[src/shared/lpcs_pkg.sv]
// constants shared by the lpc slave channel configuration block
package lpcs_pkg;
    // ==========================================
    // register byte offsets
    localparam logic [7:0] OFS_PIN_MON  = 8'h00;
    localparam logic [7:0] OFS_CH4_CTL  = 8'h04;
    localparam logic [7:0] OFS_OBE_CTL  = 8'h08;
    localparam logic [7:0] OFS_CH1_BH   = 8'h0c;
    localparam logic [7:0] OFS_CH1_BL   = 8'h10;
    localparam logic [7:0] OFS_CH1_CTL  = 8'h14;
    localparam logic [7:0] OFS_CH4_BASE = 8'h18;
    localparam logic [7:0] OFS_IRQ_STAT = 8'h1c;
    localparam logic [7:0] OFS_IRQ_CLR  = 8'h20;
    localparam logic [7:0] OFS_IRQ_EN   = 8'h24;

    // ==========================================
    // field positions and widths
    localparam int CH4_EN_BIT    = 6;
    localparam int CH4_IRQEN_BIT = 5;
    localparam int OBE_IRQEN_BIT = 7;
    localparam int OBE_FLAG_BIT  = 6;
    localparam int BRIDGE_EN_BIT = 3;
    localparam int CH1_EN_BIT    = 0;
    localparam int SEL_BIT       = 2;
    localparam int IRQ_CH4RX     = 0;
    localparam int IRQ_OBE       = 1;
    localparam int IRQ_REFUSED   = 2;
    localparam int IRQ_W         = 3;
    localparam int SYNC_W        = 28;

    // ==========================================
    // reset values and address masks
    localparam logic [7:0]  RST_CH1_BL  = 8'h60;
    localparam logic [7:0]  RST_ZERO    = 8'h00;
    localparam logic [15:0] RST_CH4_BAS = 16'h0000;
    localparam logic [15:0] CH_CARE     = 16'hfffb;
    localparam logic [15:0] BRIDGE_CARE = 16'hfff8;

    // ==========================================
    // link decode states
    typedef enum logic [0:0] {
        LK_IDLE = 1'b0,
        LK_BUSY = 1'b1
    } lpcs_link_t;
endpackage

[src/lpcs_sync.sv]
// two flip-flop synchroniser for a bundle of outside levels
`timescale 1ns/1ns
module lpcs_sync #(
    parameter int W = 1
) (
    // clock and reset
    input  wire logic         sys_clk,
    input  wire logic         rstn,
    // levels
    input  wire logic [W-1:0] asyncIn,
    output logic      [W-1:0] syncOut
);
    logic [W-1:0] meta_q;

    always_ff @(posedge sys_clk or negedge rstn) begin
        if (!rstn) begin
            meta_q  <= '0;
            syncOut <= '0;
        end else begin
            meta_q  <= asyncIn;
            syncOut <= meta_q;
        end
    end
endmodule // lpcs_sync

[src/lpcs_addr_cmp.sv]
// masked host address comparator
`timescale 1ns/1ns
module lpcs_addr_cmp (
    // compare inputs
    input  wire logic        enable,
    input  wire logic [15:0] base,
    input  wire logic [15:0] care,
    input  wire logic [15:0] addr,
    // result
    output logic             hit
);
    assign hit = enable && (((addr ^ base) & care) == 16'h0000);
endmodule // lpcs_addr_cmp

[src/lpcs_channel_config.sv]
// lpc slave channel control and address registers with apb access
//
// The address map and the APB interface to the registers are this design's own decisions.
`timescale 1ns/1ns

module lpcs_channel_config #(
    parameter logic [15:0] BRIDGE_BASE = 16'h0400
) (
    // clock and reset
    input  wire logic        sys_clk,
    input  wire logic        rstn,
    // apb slave
    input  wire logic        psel,
    input  wire logic        penable,
    input  wire logic        pwrite,
    input  wire logic [7:0]  paddr,
    input  wire logic [31:0] pwdata,
    output logic      [31:0] prdata,
    output logic             pready,
    output logic             pslverr,
    // lpc side pins and host cycle
    input  wire logic        lpcClk,
    input  wire logic [7:0]  lpcPins,
    input  wire logic        lpcResetN,
    input  wire logic        hostStb,
    input  wire logic        hostWr,
    input  wire logic [15:0] hostAddr,
    // slave side events
    input  wire logic        lpcSwReset,
    input  wire logic [4:0]  outbufFull,
    input  wire logic        ch4RxDone,
    // host select strobes
    output logic             ch1DataWr,
    output logic             ch1CmdWr,
    output logic             ch1OutRd,
    output logic             ch1StsRd,
    output logic             ch4Sel,
    output logic             bridgeSel,
    output logic             bridgeRefused,
    // interrupt requests
    output logic             ch4RxIrqReq,
    output logic             outbufEmptyIrqReq,
    output logic             irq
);
    // ==========================================
    // state
    logic [7:0]  ch4Ctl_q;
    logic [7:0]  obeCtl_q;
    logic [7:0]  ch1BaseH_q;
    logic [7:0]  ch1BaseL_q;
    logic [7:0]  ch1Ctl_q;
    logic [15:0] ch4Base_q;
    logic        obeFlag_q;
    logic        obeArm_q;

    localparam int IRQ_W_L = lpcs_pkg::IRQ_W - 1;

    logic [IRQ_W_L:0] irqStat_q;
    logic [IRQ_W_L:0] irqEn_q;
    logic        lkClkPrev_q;
    logic        lrstPrev_q;
    logic [4:0]  obfPrev_q;
    logic [31:0] prdata_q;
    lpcs_pkg::lpcs_link_t lkState_q;

    // ==========================================
    // outside levels
    logic [lpcs_pkg::SYNC_W-1:0] syncIn;
    logic [lpcs_pkg::SYNC_W-1:0] syncOut;
    logic        lkClkS;
    logic        lrstS;
    logic        stbS;
    logic        wrS;
    logic [15:0] addrS;
    logic [7:0]  pinS;

    // reset pin enters inverted so the synchroniser's cleared state reads as no lpc reset
    assign syncIn = {lpcClk, ~lpcResetN, hostStb, hostWr, hostAddr, lpcPins};

    lpcs_sync #(
        .W(lpcs_pkg::SYNC_W)
    ) u_sync (
        .sys_clk(sys_clk),
        .rstn   (rstn),
        .asyncIn(syncIn),
        .syncOut(syncOut)
    );

    assign lkClkS = syncOut[27];
    assign lrstS  = ~syncOut[26];
    assign stbS   = syncOut[25];
    assign wrS    = syncOut[24];
    assign addrS  = syncOut[23:8];
    assign pinS   = syncOut[7:0];

    always_ff @(posedge sys_clk or negedge rstn) begin
        if (!rstn) begin
            lkClkPrev_q <= 1'b0;
            lrstPrev_q  <= 1'b1;
            obfPrev_q   <= 5'h00;
        end else begin
            lkClkPrev_q <= lkClkS;
            lrstPrev_q  <= lrstS;
            obfPrev_q   <= outbufFull;
        end
    end

    logic lkRise;
    logic lpcReset;
    logic obeSet;

    assign lkRise   = lkClkS && !lkClkPrev_q;
    // hardware reset is the falling edge of the lpc reset pin
    assign lpcReset = (lrstPrev_q && !lrstS) || lpcSwReset;
    assign obeSet   = |(obfPrev_q & ~outbufFull);

    // ==========================================
    // apb decode
    function automatic logic isMapped(input logic [7:0] a);
        case (a)
            lpcs_pkg::OFS_PIN_MON, lpcs_pkg::OFS_CH4_CTL,
            lpcs_pkg::OFS_OBE_CTL, lpcs_pkg::OFS_CH1_BH,
            lpcs_pkg::OFS_CH1_BL, lpcs_pkg::OFS_CH1_CTL,
            lpcs_pkg::OFS_CH4_BASE, lpcs_pkg::OFS_IRQ_STAT,
            lpcs_pkg::OFS_IRQ_CLR, lpcs_pkg::OFS_IRQ_EN: isMapped = 1'b1;
            default: isMapped = 1'b0;
        endcase
    endfunction

    function automatic logic wrHit(input logic [7:0] a, input logic [7:0] ofs);
        wrHit = (a == ofs);
    endfunction

    logic setupPh;
    logic accessPh;
    logic wrEn;
    logic rdEn;
    logic obeCtlWr;

    assign setupPh  = psel && !penable;
    assign accessPh = psel && penable;
    assign wrEn     = accessPh && pwrite && isMapped(paddr);
    assign rdEn     = accessPh && !pwrite;
    assign obeCtlWr = wrEn && wrHit(paddr, lpcs_pkg::OFS_OBE_CTL);
    assign pready   = 1'b1;
    assign pslverr  = accessPh && !isMapped(paddr);
    assign prdata   = prdata_q;

    // read data is prepared in the setup cycle
    always_ff @(posedge sys_clk or negedge rstn) begin
        if (!rstn) begin
            prdata_q <= 32'h00000000;
        end else if (setupPh && !pwrite) begin
            case (paddr)
                lpcs_pkg::OFS_PIN_MON:  prdata_q <= {24'h000000, pinS};
                lpcs_pkg::OFS_CH4_CTL:  prdata_q <= {24'h000000, ch4Ctl_q};
                lpcs_pkg::OFS_OBE_CTL:  prdata_q <= {24'h000000, obeCtl_q[7], obeFlag_q, obeCtl_q[5:0]};
                lpcs_pkg::OFS_CH1_BH:   prdata_q <= {24'h000000, ch1BaseH_q};
                lpcs_pkg::OFS_CH1_BL:   prdata_q <= {24'h000000, ch1BaseL_q};
                lpcs_pkg::OFS_CH1_CTL:  prdata_q <= {24'h000000, ch1Ctl_q};
                lpcs_pkg::OFS_CH4_BASE: prdata_q <= {16'h0000, ch4Base_q};
                lpcs_pkg::OFS_IRQ_STAT: prdata_q <= {29'h00000000, irqStat_q};
                lpcs_pkg::OFS_IRQ_EN:   prdata_q <= {29'h00000000, irqEn_q};
                default:                prdata_q <= 32'h00000000;
            endcase
        end
    end

    // ==========================================
    // control registers
    always_ff @(posedge sys_clk or negedge rstn) begin
        if (!rstn) begin
            ch4Ctl_q   <= lpcs_pkg::RST_ZERO;
            obeCtl_q   <= lpcs_pkg::RST_ZERO;
            ch1BaseH_q <= lpcs_pkg::RST_ZERO;
            ch1BaseL_q <= lpcs_pkg::RST_CH1_BL;
            ch1Ctl_q   <= lpcs_pkg::RST_ZERO;
            ch4Base_q  <= lpcs_pkg::RST_CH4_BAS;
            irqEn_q    <= '0;
        end else if (wrEn) begin
            case (paddr)
                lpcs_pkg::OFS_CH4_CTL:  ch4Ctl_q   <= pwdata[7:0];
                lpcs_pkg::OFS_OBE_CTL:  obeCtl_q   <= pwdata[7:0];
                lpcs_pkg::OFS_CH1_BH:   ch1BaseH_q <= pwdata[7:0];
                lpcs_pkg::OFS_CH1_BL:   ch1BaseL_q <= pwdata[7:0];
                lpcs_pkg::OFS_CH1_CTL:  ch1Ctl_q   <= pwdata[7:0];
                lpcs_pkg::OFS_CH4_BASE: ch4Base_q  <= pwdata[15:0];
                lpcs_pkg::OFS_IRQ_EN:   irqEn_q    <= pwdata[IRQ_W_L:0];
                default: ;
            endcase
        end
    end

    // ==========================================
    // output buffer empty flag
    always_ff @(posedge sys_clk or negedge rstn) begin
        if (!rstn) begin
            obeArm_q <= 1'b0;
        end else if (lpcReset || obeCtlWr) begin
            obeArm_q <= 1'b0;
        end else if (rdEn && wrHit(paddr, lpcs_pkg::OFS_OBE_CTL) && obeFlag_q) begin
            obeArm_q <= 1'b1;
        end
    end

    always_ff @(posedge sys_clk or negedge rstn) begin
        if (!rstn) begin
            obeFlag_q <= 1'b0;
        end else if (lpcReset) begin
            obeFlag_q <= 1'b0;
        end else if (obeSet) begin
            obeFlag_q <= 1'b1;
        end else if (obeCtlWr && obeArm_q && !pwdata[lpcs_pkg::OBE_FLAG_BIT]) begin
            obeFlag_q <= 1'b0;
        end
    end

    assign outbufEmptyIrqReq = obeFlag_q && obeCtl_q[lpcs_pkg::OBE_IRQEN_BIT];

    // ==========================================
    // host address decode
    logic ch1Hit;
    logic ch4Hit;
    logic brHit;
    logic decodeNow;

    lpcs_addr_cmp u_cmp_ch1 (
        .enable(ch1Ctl_q[lpcs_pkg::CH1_EN_BIT]),
        .base  ({ch1BaseH_q, ch1BaseL_q}),
        .care  (lpcs_pkg::CH_CARE),
        .addr  (addrS),
        .hit   (ch1Hit)
    );

    lpcs_addr_cmp u_cmp_ch4 (
        .enable(ch4Ctl_q[lpcs_pkg::CH4_EN_BIT]),
        .base  (ch4Base_q),
        .care  (lpcs_pkg::CH_CARE),
        .addr  (addrS),
        .hit   (ch4Hit)
    );

    lpcs_addr_cmp u_cmp_br (
        .enable(1'b1),
        .base  (BRIDGE_BASE),
        .care  (lpcs_pkg::BRIDGE_CARE),
        .addr  (addrS),
        .hit   (brHit)
    );

    // one decode per host strobe, on a link clock rising edge
    always_ff @(posedge sys_clk or negedge rstn) begin
        if (!rstn) begin
            lkState_q <= lpcs_pkg::LK_IDLE;
        end else begin
            case (lkState_q)
                lpcs_pkg::LK_IDLE: if (lkRise && stbS) lkState_q <= lpcs_pkg::LK_BUSY;
                lpcs_pkg::LK_BUSY: if (!stbS) lkState_q <= lpcs_pkg::LK_IDLE;
                default:           lkState_q <= lpcs_pkg::LK_IDLE;
            endcase
        end
    end

    assign decodeNow = (lkState_q == lpcs_pkg::LK_IDLE) && lkRise && stbS;

    logic selBit;
    logic bridgeEn;

    assign selBit   = addrS[lpcs_pkg::SEL_BIT];
    assign bridgeEn = obeCtl_q[lpcs_pkg::BRIDGE_EN_BIT];

    always_ff @(posedge sys_clk or negedge rstn) begin
        if (!rstn) begin
            ch1DataWr     <= 1'b0;
            ch1CmdWr      <= 1'b0;
            ch1OutRd      <= 1'b0;
            ch1StsRd      <= 1'b0;
            ch4Sel        <= 1'b0;
            bridgeSel     <= 1'b0;
            bridgeRefused <= 1'b0;
        end else begin
            ch1DataWr     <= decodeNow && ch1Hit && wrS && !selBit;
            ch1CmdWr      <= decodeNow && ch1Hit && wrS && selBit;
            ch1OutRd      <= decodeNow && ch1Hit && !wrS && !selBit;
            ch1StsRd      <= decodeNow && ch1Hit && !wrS && selBit;
            ch4Sel        <= decodeNow && ch4Hit;
            bridgeSel     <= decodeNow && brHit && bridgeEn;
            bridgeRefused <= decodeNow && brHit && !bridgeEn;
        end
    end

    // ==========================================
    // interrupts
    always_ff @(posedge sys_clk or negedge rstn) begin
        if (!rstn) begin
            ch4RxIrqReq <= 1'b0;
        end else begin
            ch4RxIrqReq <= ch4RxDone && ch4Ctl_q[lpcs_pkg::CH4_IRQEN_BIT];
        end
    end

    logic [IRQ_W_L:0] irqSet;
    logic [IRQ_W_L:0] irqClr;

    assign irqSet[lpcs_pkg::IRQ_CH4RX]   = ch4RxDone && ch4Ctl_q[lpcs_pkg::CH4_IRQEN_BIT];
    assign irqSet[lpcs_pkg::IRQ_OBE]     = obeSet && !lpcReset && obeCtl_q[lpcs_pkg::OBE_IRQEN_BIT];
    assign irqSet[lpcs_pkg::IRQ_REFUSED] = bridgeRefused;
    assign irqClr = (wrEn && wrHit(paddr, lpcs_pkg::OFS_IRQ_CLR)) ? pwdata[IRQ_W_L:0] : '0;

    // a set in the clearing cycle wins
    always_ff @(posedge sys_clk or negedge rstn) begin
        if (!rstn) begin
            irqStat_q <= '0;
        end else begin
            irqStat_q <= (irqStat_q & ~irqClr) | irqSet;
        end
    end

    assign irq = |(irqStat_q & irqEn_q);
endmodule // lpcs_channel_config

[config.mk]
export PLATFORM = sky130hd
export DESIGN_NAME = lpcs_channel_config
export DESIGN_NICKNAME = d
export VERILOG_FILES = /design/src/shared/lpcs_pkg.sv /design/src/lpcs_sync.sv /design/src/lpcs_addr_cmp.sv /design/src/lpcs_channel_config.sv
export SDC_FILE = /design/constraint.sdc
export NUM_CORES = 1
export LEC_CHECK = 0
export BUFFER_PORTS_ARGS = -buffer_cell sky130_fd_sc_hd__buf_4
export CAP_MARGIN = 25
export CORE_MARGIN = 2
export CORE_UTILIZATION = 59
export DETAILED_ROUTE_END_ITERATION = 6
export PLACE_DENSITY = 0.85
export SYNTH_ARGS = -nofsm -noshare
export SYNTH_HDL_FRONTEND = slang
export SYNTH_SLANG_ARGS = --single-unit
[constraint.sdc]
create_clock -name sys_clk -period 4.5 [get_ports sys_clk]
set_clock_uncertainty 0.15 [all_clocks]
set_input_delay 0.45 -clock sys_clk [delete_from_list [all_inputs] [get_ports sys_clk]]
set_output_delay 0.45 -clock sys_clk [all_outputs]
set_load 0.05 [all_outputs]
==> results.sh, run 1 <==
export IMPL_status="complete, no violations"
export IMPL_nets=667
export IMPL_crit_fanout=16
export IMPL_pwr_share_comb_pct=7.5
export IMPL_synth_edf_count=0
export IMPL_cp_num_buf_inv=1
export IMPL_vdd_drop_max_uv=246.5
export IMPL_synth_cell_type_count=59
export IMPL_track_usage_pct=28.23
export IMPL_fin_crit_ns=2.372
export IMPL_gp_congestion=0.8930
export IMPL_drive_above_1_share_pct=34.00
export IMPL_finalMaxSlewViolations=0
export IMPL_drt_pass1_iterations=6
export IMPL_swShare_pct=26.91
export IMPL_grt_max_degree=122
export IMPL_synth_area_top_cells="dfrtp_1 60%, mux2_2 11%, xnor2_1 3.4%"
export IMPL_power_total_mw=3.038
export IMPL_synthFlopType="dfrtp_1"
export IMPL_synth_async_reset_ratio_pct=100.0
export IMPL_wl_per_cell_um=20.40
export IMPL_critPathCapture="ch4Base_q[12]"
export IMPL_r2r_cells=5
export IMPL_areaGrowthSynthToFinish_pct=28.53
export IMPL_final_antenna_net_count=0
export IMPL_cts_hold_buf=42
export IMPL_drt_wl_total_um=15020
export IMPL_max_cap_violations=0
export IMPL_cts_root_buf="clkbuf_8"
export IMPL_port_buffers=90
export IMPL_crit_path_start="paddr[1]"
export IMPL_setup_viol=0
export IMPL_max_slew_margin_pct=41.07
export IMPL_drc_errors=0
export IMPL_crit_path_start_kind="primary input"
export IMPL_numCtsBuffers=17
export IMPL_grt_overflow=0
export IMPL_clk_pin_slew_ns=0.07
export IMPL_io_pins=124
export IMPL_via_count=4357
export IMPL_p_seq_share_pct=47.0
export IMPL_clk_latency_ns=0.54
export IMPL_r2r_start="ch4Base_q[1]"
export IMPL_dieArea_sq_mm=0.01125
export IMPL_synth_area_sq_mm=0.006148
export IMPL_die_width_um=106.1
export IMPL_antenna_found_initial=0
export IMPL_max_stage_delay_ns=0.68
export IMPL_power_switching_mw=0.8175
export IMPL_synth_warnings=0
export IMPL_rsz0062_at_grt="false"
export IMPL_fin_crit_sh_pct=52.71
export IMPL_ys_seq_area_share_pct=61.52
export IMPL_cts_resized_gates=0
export IMPL_ys_ff_latch=151
export IMPL_critPathRequiredTime_ns=4.77
export IMPL_finalHoldViolations=0
export IMPL_grt_pass1_wl_um=23450
export IMPL_start_util_pct=60.10
export IMPL_intPower_mw=2.221
export IMPL_cts_sinks=151
export IMPL_crit_path_end_kind="flop"
export IMPL_hpwl_um=9021
export IMPL_netlist_area_leader_share_pct=60.24
export IMPL_h_tree_depth=4
export IMPL_die_height_um=106.1
export IMPL_crit_path_cell_trace="buf_4 -> nor2_1 -> nand2_1 -> nor2_4 -> mux2_2"
export IMPL_crit_type="in -> reg"
export IMPL_syn_inst=448
export IMPL_first_global_vias=4433
export IMPL_powerDensity_mw_per_mm2=384.5
export IMPL_rows=37
export IMPL_syn_avg_cell_area_sq_um=13.72
export IMPL_hold_depth=3
export IMPL_insertedDiodeCount=0
export IMPL_r2r_end="prdata[1]"
export IMPL_cts_tree="built"
export IMPL_clock_fmax_mhz=421.6
export IMPL_vias_per_cell=5.920
export IMPL_hold_path_class="in -> reg"
export IMPL_crit_family="simple AND/OR/NAND/NOR gates"
export IMPL_post_cts_repair_setup_buffers=0
export IMPL_p_leak_nw=3.787
export IMPL_cts_buffer_depth=2
export IMPL_tightest_slew_ns=0.8807
export IMPL_tns_ns=0
export IMPL_rrSetupSlack_ns=2.69
export IMPL_cp_slowest_cell="nor2_1"
export IMPL_crit_cells=5
export IMPL_core_area_sq_mm=0.01023
export IMPL_worstPathArrival_ns=2.64
export IMPL_first_iter_violations=345
export IMPL_clkPwrFrac_pct=45.5
export IMPL_yosysTopAreaCell="dfrtp_1"
## state kept, by name, summed over array words and instances, names as in the netlist, 3 cells and up
signal	flops
ch4Base_q	16
ch1BaseL_q	8
u_sync.meta_q	28
ch1Ctl_q	8
u_sync.syncOut	28
obfPrev_q	5
prdata	16
ch1BaseH_q	8
irqEn_q	3
ch4Ctl_q	8
irqStat_q	3
obeCtl_q	7
## metal layers
| layer | routed length (um) | GRT usage (%) | share of wire [%] | up-vias |
|---|---|---|---|---|
| li1 | - | - | - | 1848 |
| met5 | 0 | 0 | 0 | - |
| met3 | 1200 | 7.174 | 8.0 | 74 |
| met2 | 7337 | 44.56 | 49 | 255 |
| met4 | 696 | 15.51 | 4.6 | 0 |
| met1 | 5779 | 36.06 | 38 | 2180 |
## placed cells by master, fill, tap and decap left out, types with 6 or more instances in the layout
master / synthesis / routed
nor3_1: 7 / 7
nand2_1: 21 / 21
inv_1: 13 / 13
mux2_2: 60 / 60
nor2_1: 11 / 11
xor2_1: 6 / 6
nand3_1: 10 / 10
o21ai_0: 8 / 8
a22o_1: 12 / 12
conb_1: 2 / 17
dlygate4sd3_1: 0 / 42
clkbuf_16: 0 / 16
nor4_1: 6 / 6
dfrtp_1: 148 / 148
nand4_1: 8 / 8
mux2i_1: 11 / 11
a21oi_1: 7 / 7
xnor2_1: 24 / 24
buf_4: 18 / 90
## Yosys cell counts, types with 2 or more instances
| cell type | instances |
|---|---|
| nand2_1 | 21 |
| nor2_2 | 2 |
| a32oi_1 | 2 |
| a22oi_1 | 2 |
| xnor2_1 | 24 |
| nor4_1 | 6 |
| o221ai_1 | 2 |
| nand2b_1 | 2 |
| nor4b_1 | 2 |
| nand3b_1 | 3 |
| a32o_1 | 2 |
| buf_4 | 18 |
| dfstp_2 | 3 |
| xor2_1 | 6 |
| a21o_1 | 3 |
| and2_1 | 4 |
| mux2i_1 | 11 |
| mux4_2 | 4 |
| o21ai_0 | 8 |
| clkbuf_1 | 4 |
| inv_1 | 13 |
| nor2_1 | 11 |
| nor3_1 | 7 |
| mux2_2 | 60 |
| buf_6 | 2 |
| a31oi_1 | 2 |
| nand3_1 | 10 |
| a222oi_1 | 2 |
| nor2b_1 | 3 |
| a22o_1 | 12 |
| dfrtp_1 | 148 |
| conb_1 | 2 |
| buf_2 | 5 |
| a21oi_1 | 7 |
| o32ai_1 | 3 |
| o21a_1 | 2 |
| nand4_1 | 8 |
## power by group through the flow
stage          clock network, mW  logic, mW  registers, mW
2_1_floorplan                  0      0.112           1.44
3_3_place_gp                   0      0.187           1.45
3_5_place_dp                   0      0.191           1.45
4_1_cts                     1.38      0.223           1.43
5_1_grt                     1.47      0.245           1.43
6_report                    1.38      0.229           1.43
## metrics by stage
| step | cell area, sq um | utilization (%) | hold slack [ns] | cells | setup WS (ns) |
|---|---|---|---|---|---|
| floorplan | 6205 | - | 0.004409 | 463 | 2.087 |
| global placement | 6864 | 67.09 | 0.1829 | 661 | 1.760 |
| detailed placement | 6864 | 67.09 | 0.1847 | 661 | 1.745 |
| CTS | 7875 | 76.97 | 0.03313 | 735 | 2.231 |
| global route | 7903 | 77.24 | 0.04376 | 736 | 2.057 |
| finish | 7903 | 77.24 | 0.03948 | 736 | 2.128 |
## how the worst min path moves through the flow
stage | from | end
3_5_place_dp | u_sync.meta_q[14] | u_sync.syncOut[14]
3_3_place_gp | u_sync.meta_q[27] | u_sync.syncOut[27]
2_1_floorplan | rstn | bridgeRefused
5_1_grt | lpcSwReset | obeFlag_q
4_1_cts | lpcSwReset | obeFlag_q
6_report | lpcSwReset | obeFlag_q
## area by class of cell
class	count	area, sq um
multi-input cells	270	2176
flip-flops and latches	151	3782
clock inverters	15	176.4
clock buffers	17	414.1
inverters	13	48.80
well taps	136	170.2
fillers	606	2328
repair buffers	134	1135
## kinds of logic after synthesis
family | synth area share, %
simple gates | 9.097
flops | 61.52
mux | 14.43
buf+inv | 4.009
compound gates | 6.553
other cells | 0.1221
xor+xnor | 4.273
## worst reg2reg max path, delay by kind of cell (launching register included)
kind / cells / cell delay, ns
AND/OR/NAND/NOR: 1 / 0.18
flip-flops: 1 / 0.42
AO/OA/AOI/OAI: 4 / 0.94
Note: power is estimated with default switching activity, not from simulation.
==> run 2: changes to the inputs <==
--- a/config.mk
+++ b/config.mk
@@ -8,9 +8,9 @@
 export BUFFER_PORTS_ARGS = -buffer_cell sky130_fd_sc_hd__buf_4
 export CAP_MARGIN = 25
 export CORE_MARGIN = 2
-export CORE_UTILIZATION = 59
+export CORE_UTILIZATION = 49
 export DETAILED_ROUTE_END_ITERATION = 6
-export PLACE_DENSITY = 0.85
+export PLACE_DENSITY = 0.75
 export SYNTH_ARGS = -nofsm -noshare
 export SYNTH_HDL_FRONTEND = slang
 export SYNTH_SLANG_ARGS = --single-unit
==> constraint.sdc (replaced) <==
create_clock -name sys_clk -period 2.1 [get_ports sys_clk]
set_clock_uncertainty 0.15 [all_clocks]
set_input_delay 0.21 -clock sys_clk [delete_from_list [all_inputs] [get_ports sys_clk]]
set_output_delay 0.21 -clock sys_clk [all_outputs]
set_load 0.05 [all_outputs]
==> run 2 against run 1 <==
  * Design area rose by 4.3%
  * Highest routed layer unchanged
  * Power up 110%
  * Combinational power increased by 130%
  * Critical path depth decreased by 2
  * Die area up 20%
  * Via count shrank 2.7%
  * Register-to-register slack worse by 2.4 ns
==> results.sh, run 2 (synthesis gave the netlist of run 1 again) <==
export IMPL_critPathRequiredTime_ns=1.74
export IMPL_seq_area_sq_mm=0.003782
export IMPL_drt_pass1_iterations=7
export IMPL_multiInputGateArea_sq_mm=0.002176
export IMPL_cts_sinks=151
export IMPL_grt_overflow=0
export IMPL_grt_max_degree=42
export IMPL_max_stage_delay_ns=0.44
export IMPL_r2r_end="ch1DataWr"
export IMPL_port_buffers=90
export IMPL_clk_latency_ns=0.42
export IMPL_status="complete, no violations"
export IMPL_crit_path_start="irqStat_q[2]"
export IMPL_fin_crit_ns=1.828
export IMPL_final_common_cell="dfrtp_1"
export IMPL_max_cap_violations=0
export IMPL_post_cts_repair_setup_buffers=0
export IMPL_largest_registers="u_sync.meta_q (28), u_sync.syncOut (28)"
export IMPL_track_usage_pct=23.87
export IMPL_cts_root_buf="clkbuf_16"
export IMPL_vias_per_cell=5.300
export IMPL_grt_pass1_wl_um=23780
export IMPL_drc_errors=0
export IMPL_insertedDiodeCount=0
export IMPL_cts_hold_buf=54
export IMPL_drt_wl_total_um=14880
export IMPL_powerDensity_mw_per_mm2=790.1
export IMPL_hold_path_class="in -> async"
export IMPL_cts_buffer_depth=2
export IMPL_crit_type="reg -> out"
export IMPL_p_leak_nw=3.943
export IMPL_hpwl_um=10140
export IMPL_first_global_vias=4413
export IMPL_tns_ns=0
export IMPL_gp_congestion=0.8703
export IMPL_via_count=4240
export IMPL_cts_tree="built"
export IMPL_setup_viol=0
export IMPL_fin_hold_ws_ns=0.1044
export IMPL_io_pins=124
export IMPL_wl_per_cell_um=18.60
export IMPL_worstPathArrival_ns=1.47
export IMPL_cts_resized_gates=0
export IMPL_crit_path_end_kind="primary output"
export IMPL_rsz0062_at_grt="false"
export IMPL_finalMaxSlewViolations=0
export IMPL_numCtsBuffers=17
export IMPL_r2r_cells=5
export IMPL_drive_above_1_share_pct=35.13
export IMPL_critPathCapture="irq"
export IMPL_clk_pin_slew_ns=0.06
export IMPL_antenna_found_initial=0
export IMPL_core_area_sq_mm=0.01211
export IMPL_nets=699
export IMPL_crit_path_cell_trace="a222oi_1 -> inv_1 -> buf_4"
export IMPL_rows=40
export IMPL_final_cell_mix="148 x dfrtp_1, 106 x buf_4, 60 x mux2_2"
export IMPL_clock_fmax_mhz=547.0
export IMPL_start_util_pct=50.76
export IMPL_rrSetupSlack_ns=0.27
export IMPL_vdd_drop_max_uv=929.8
export IMPL_h_tree_depth=4
export IMPL_cp_slowest_cell="dfrtp_1"
export IMPL_dieArea_sq_mm=0.01346
export IMPL_die_height_um=116.0
export IMPL_first_iter_violations=281
export IMPL_fillCellCount=892
export IMPL_finalHoldViolations=0
export IMPL_fin_crit_sh_pct=87.05
export IMPL_die_width_um=116.0
export IMPL_crit_fanout=3
export IMPL_r2r_start="lkState_q"
export IMPL_crit_path_start_kind="flop"
export IMPL_final_antenna_net_count=0
export IMPL_areaGrowthSynthToFinish_pct=34.00
## run 2: cell count changes in the layout (fill, tap and decap cells not counted), moves of 2 or more
cell	before	now
clkbuf_1	0	2
buf_4	90	106
clkinv_8	4	0
dlygate4sd3_1	42	54
buf_12	0	5
inv_8	4	1
## run 2: critical path: cells and delay by family (launching register included)
kind	cells	cell delay [ns]
buffers and inverters	2	0.26
flip-flops	1	0.44
AO/OA/AOI/OAI	1	0.35
## run 2: metrics by stage
stage	power, mW	setup WS [ns]	instances	cell area [sq um]	utilization [%]
2_1_floorplan	3.328	0.1669	463	6205	-
3_3_place_gp	3.539	0.1594	714	7124	58.82
3_5_place_dp	3.549	0.1283	714	7124	58.82
4_1_cts	6.547	0.2458	800	8239	68.03
5_1_grt	6.758	0.1893	800	8239	68.03
6_report	6.509	0.2719	800	8239	68.03
## run 2: how the worst min path moves through the flow
stage                     cells after the start  startpoint                end  slack [ns]
after floorplan                               0        rstn      bridgeRefused       -0.24
after global placement                        1        rstn       obfPrev_q[4]       -0.03
after detailed placement                      1        rstn       obfPrev_q[4]       -0.02
after CTS                                     2        rstn  u_sync.syncOut[9]         0.1
after global routing                          2        rstn       obfPrev_q[0]        0.13
final                                         2        rstn       obfPrev_q[3]        0.10
## run 2: metal layers
layer  part of all wire [%]  vias up  track usage [%]
li1                       -     1907                -
met1                     44     2159            32.98
met2                     50      149            38.79
met3                    4.7       25            4.236
met4                    1.9        0            7.857
met5                      0        -                0
## run 2: where the power goes
group	internal [mW]	switching [mW]	total [mW]
registers	3.00	0.0627	3.06
logic	0.243	0.279	0.522
clock network	1.72	1.21	2.93
total	4.96	1.55	6.51
## run 2: area by class of cell
type                            count  share of cell area [%]
Inverter                           13                  0.5923
Tap cell                          168                   2.551
Timing Repair Buffer              166                   17.57
Sequential cell                   151                   45.91
Clock inverter                     11                   1.382
Multi-Input combinational cell    270                   26.41
Clock buffer                       21                   5.588
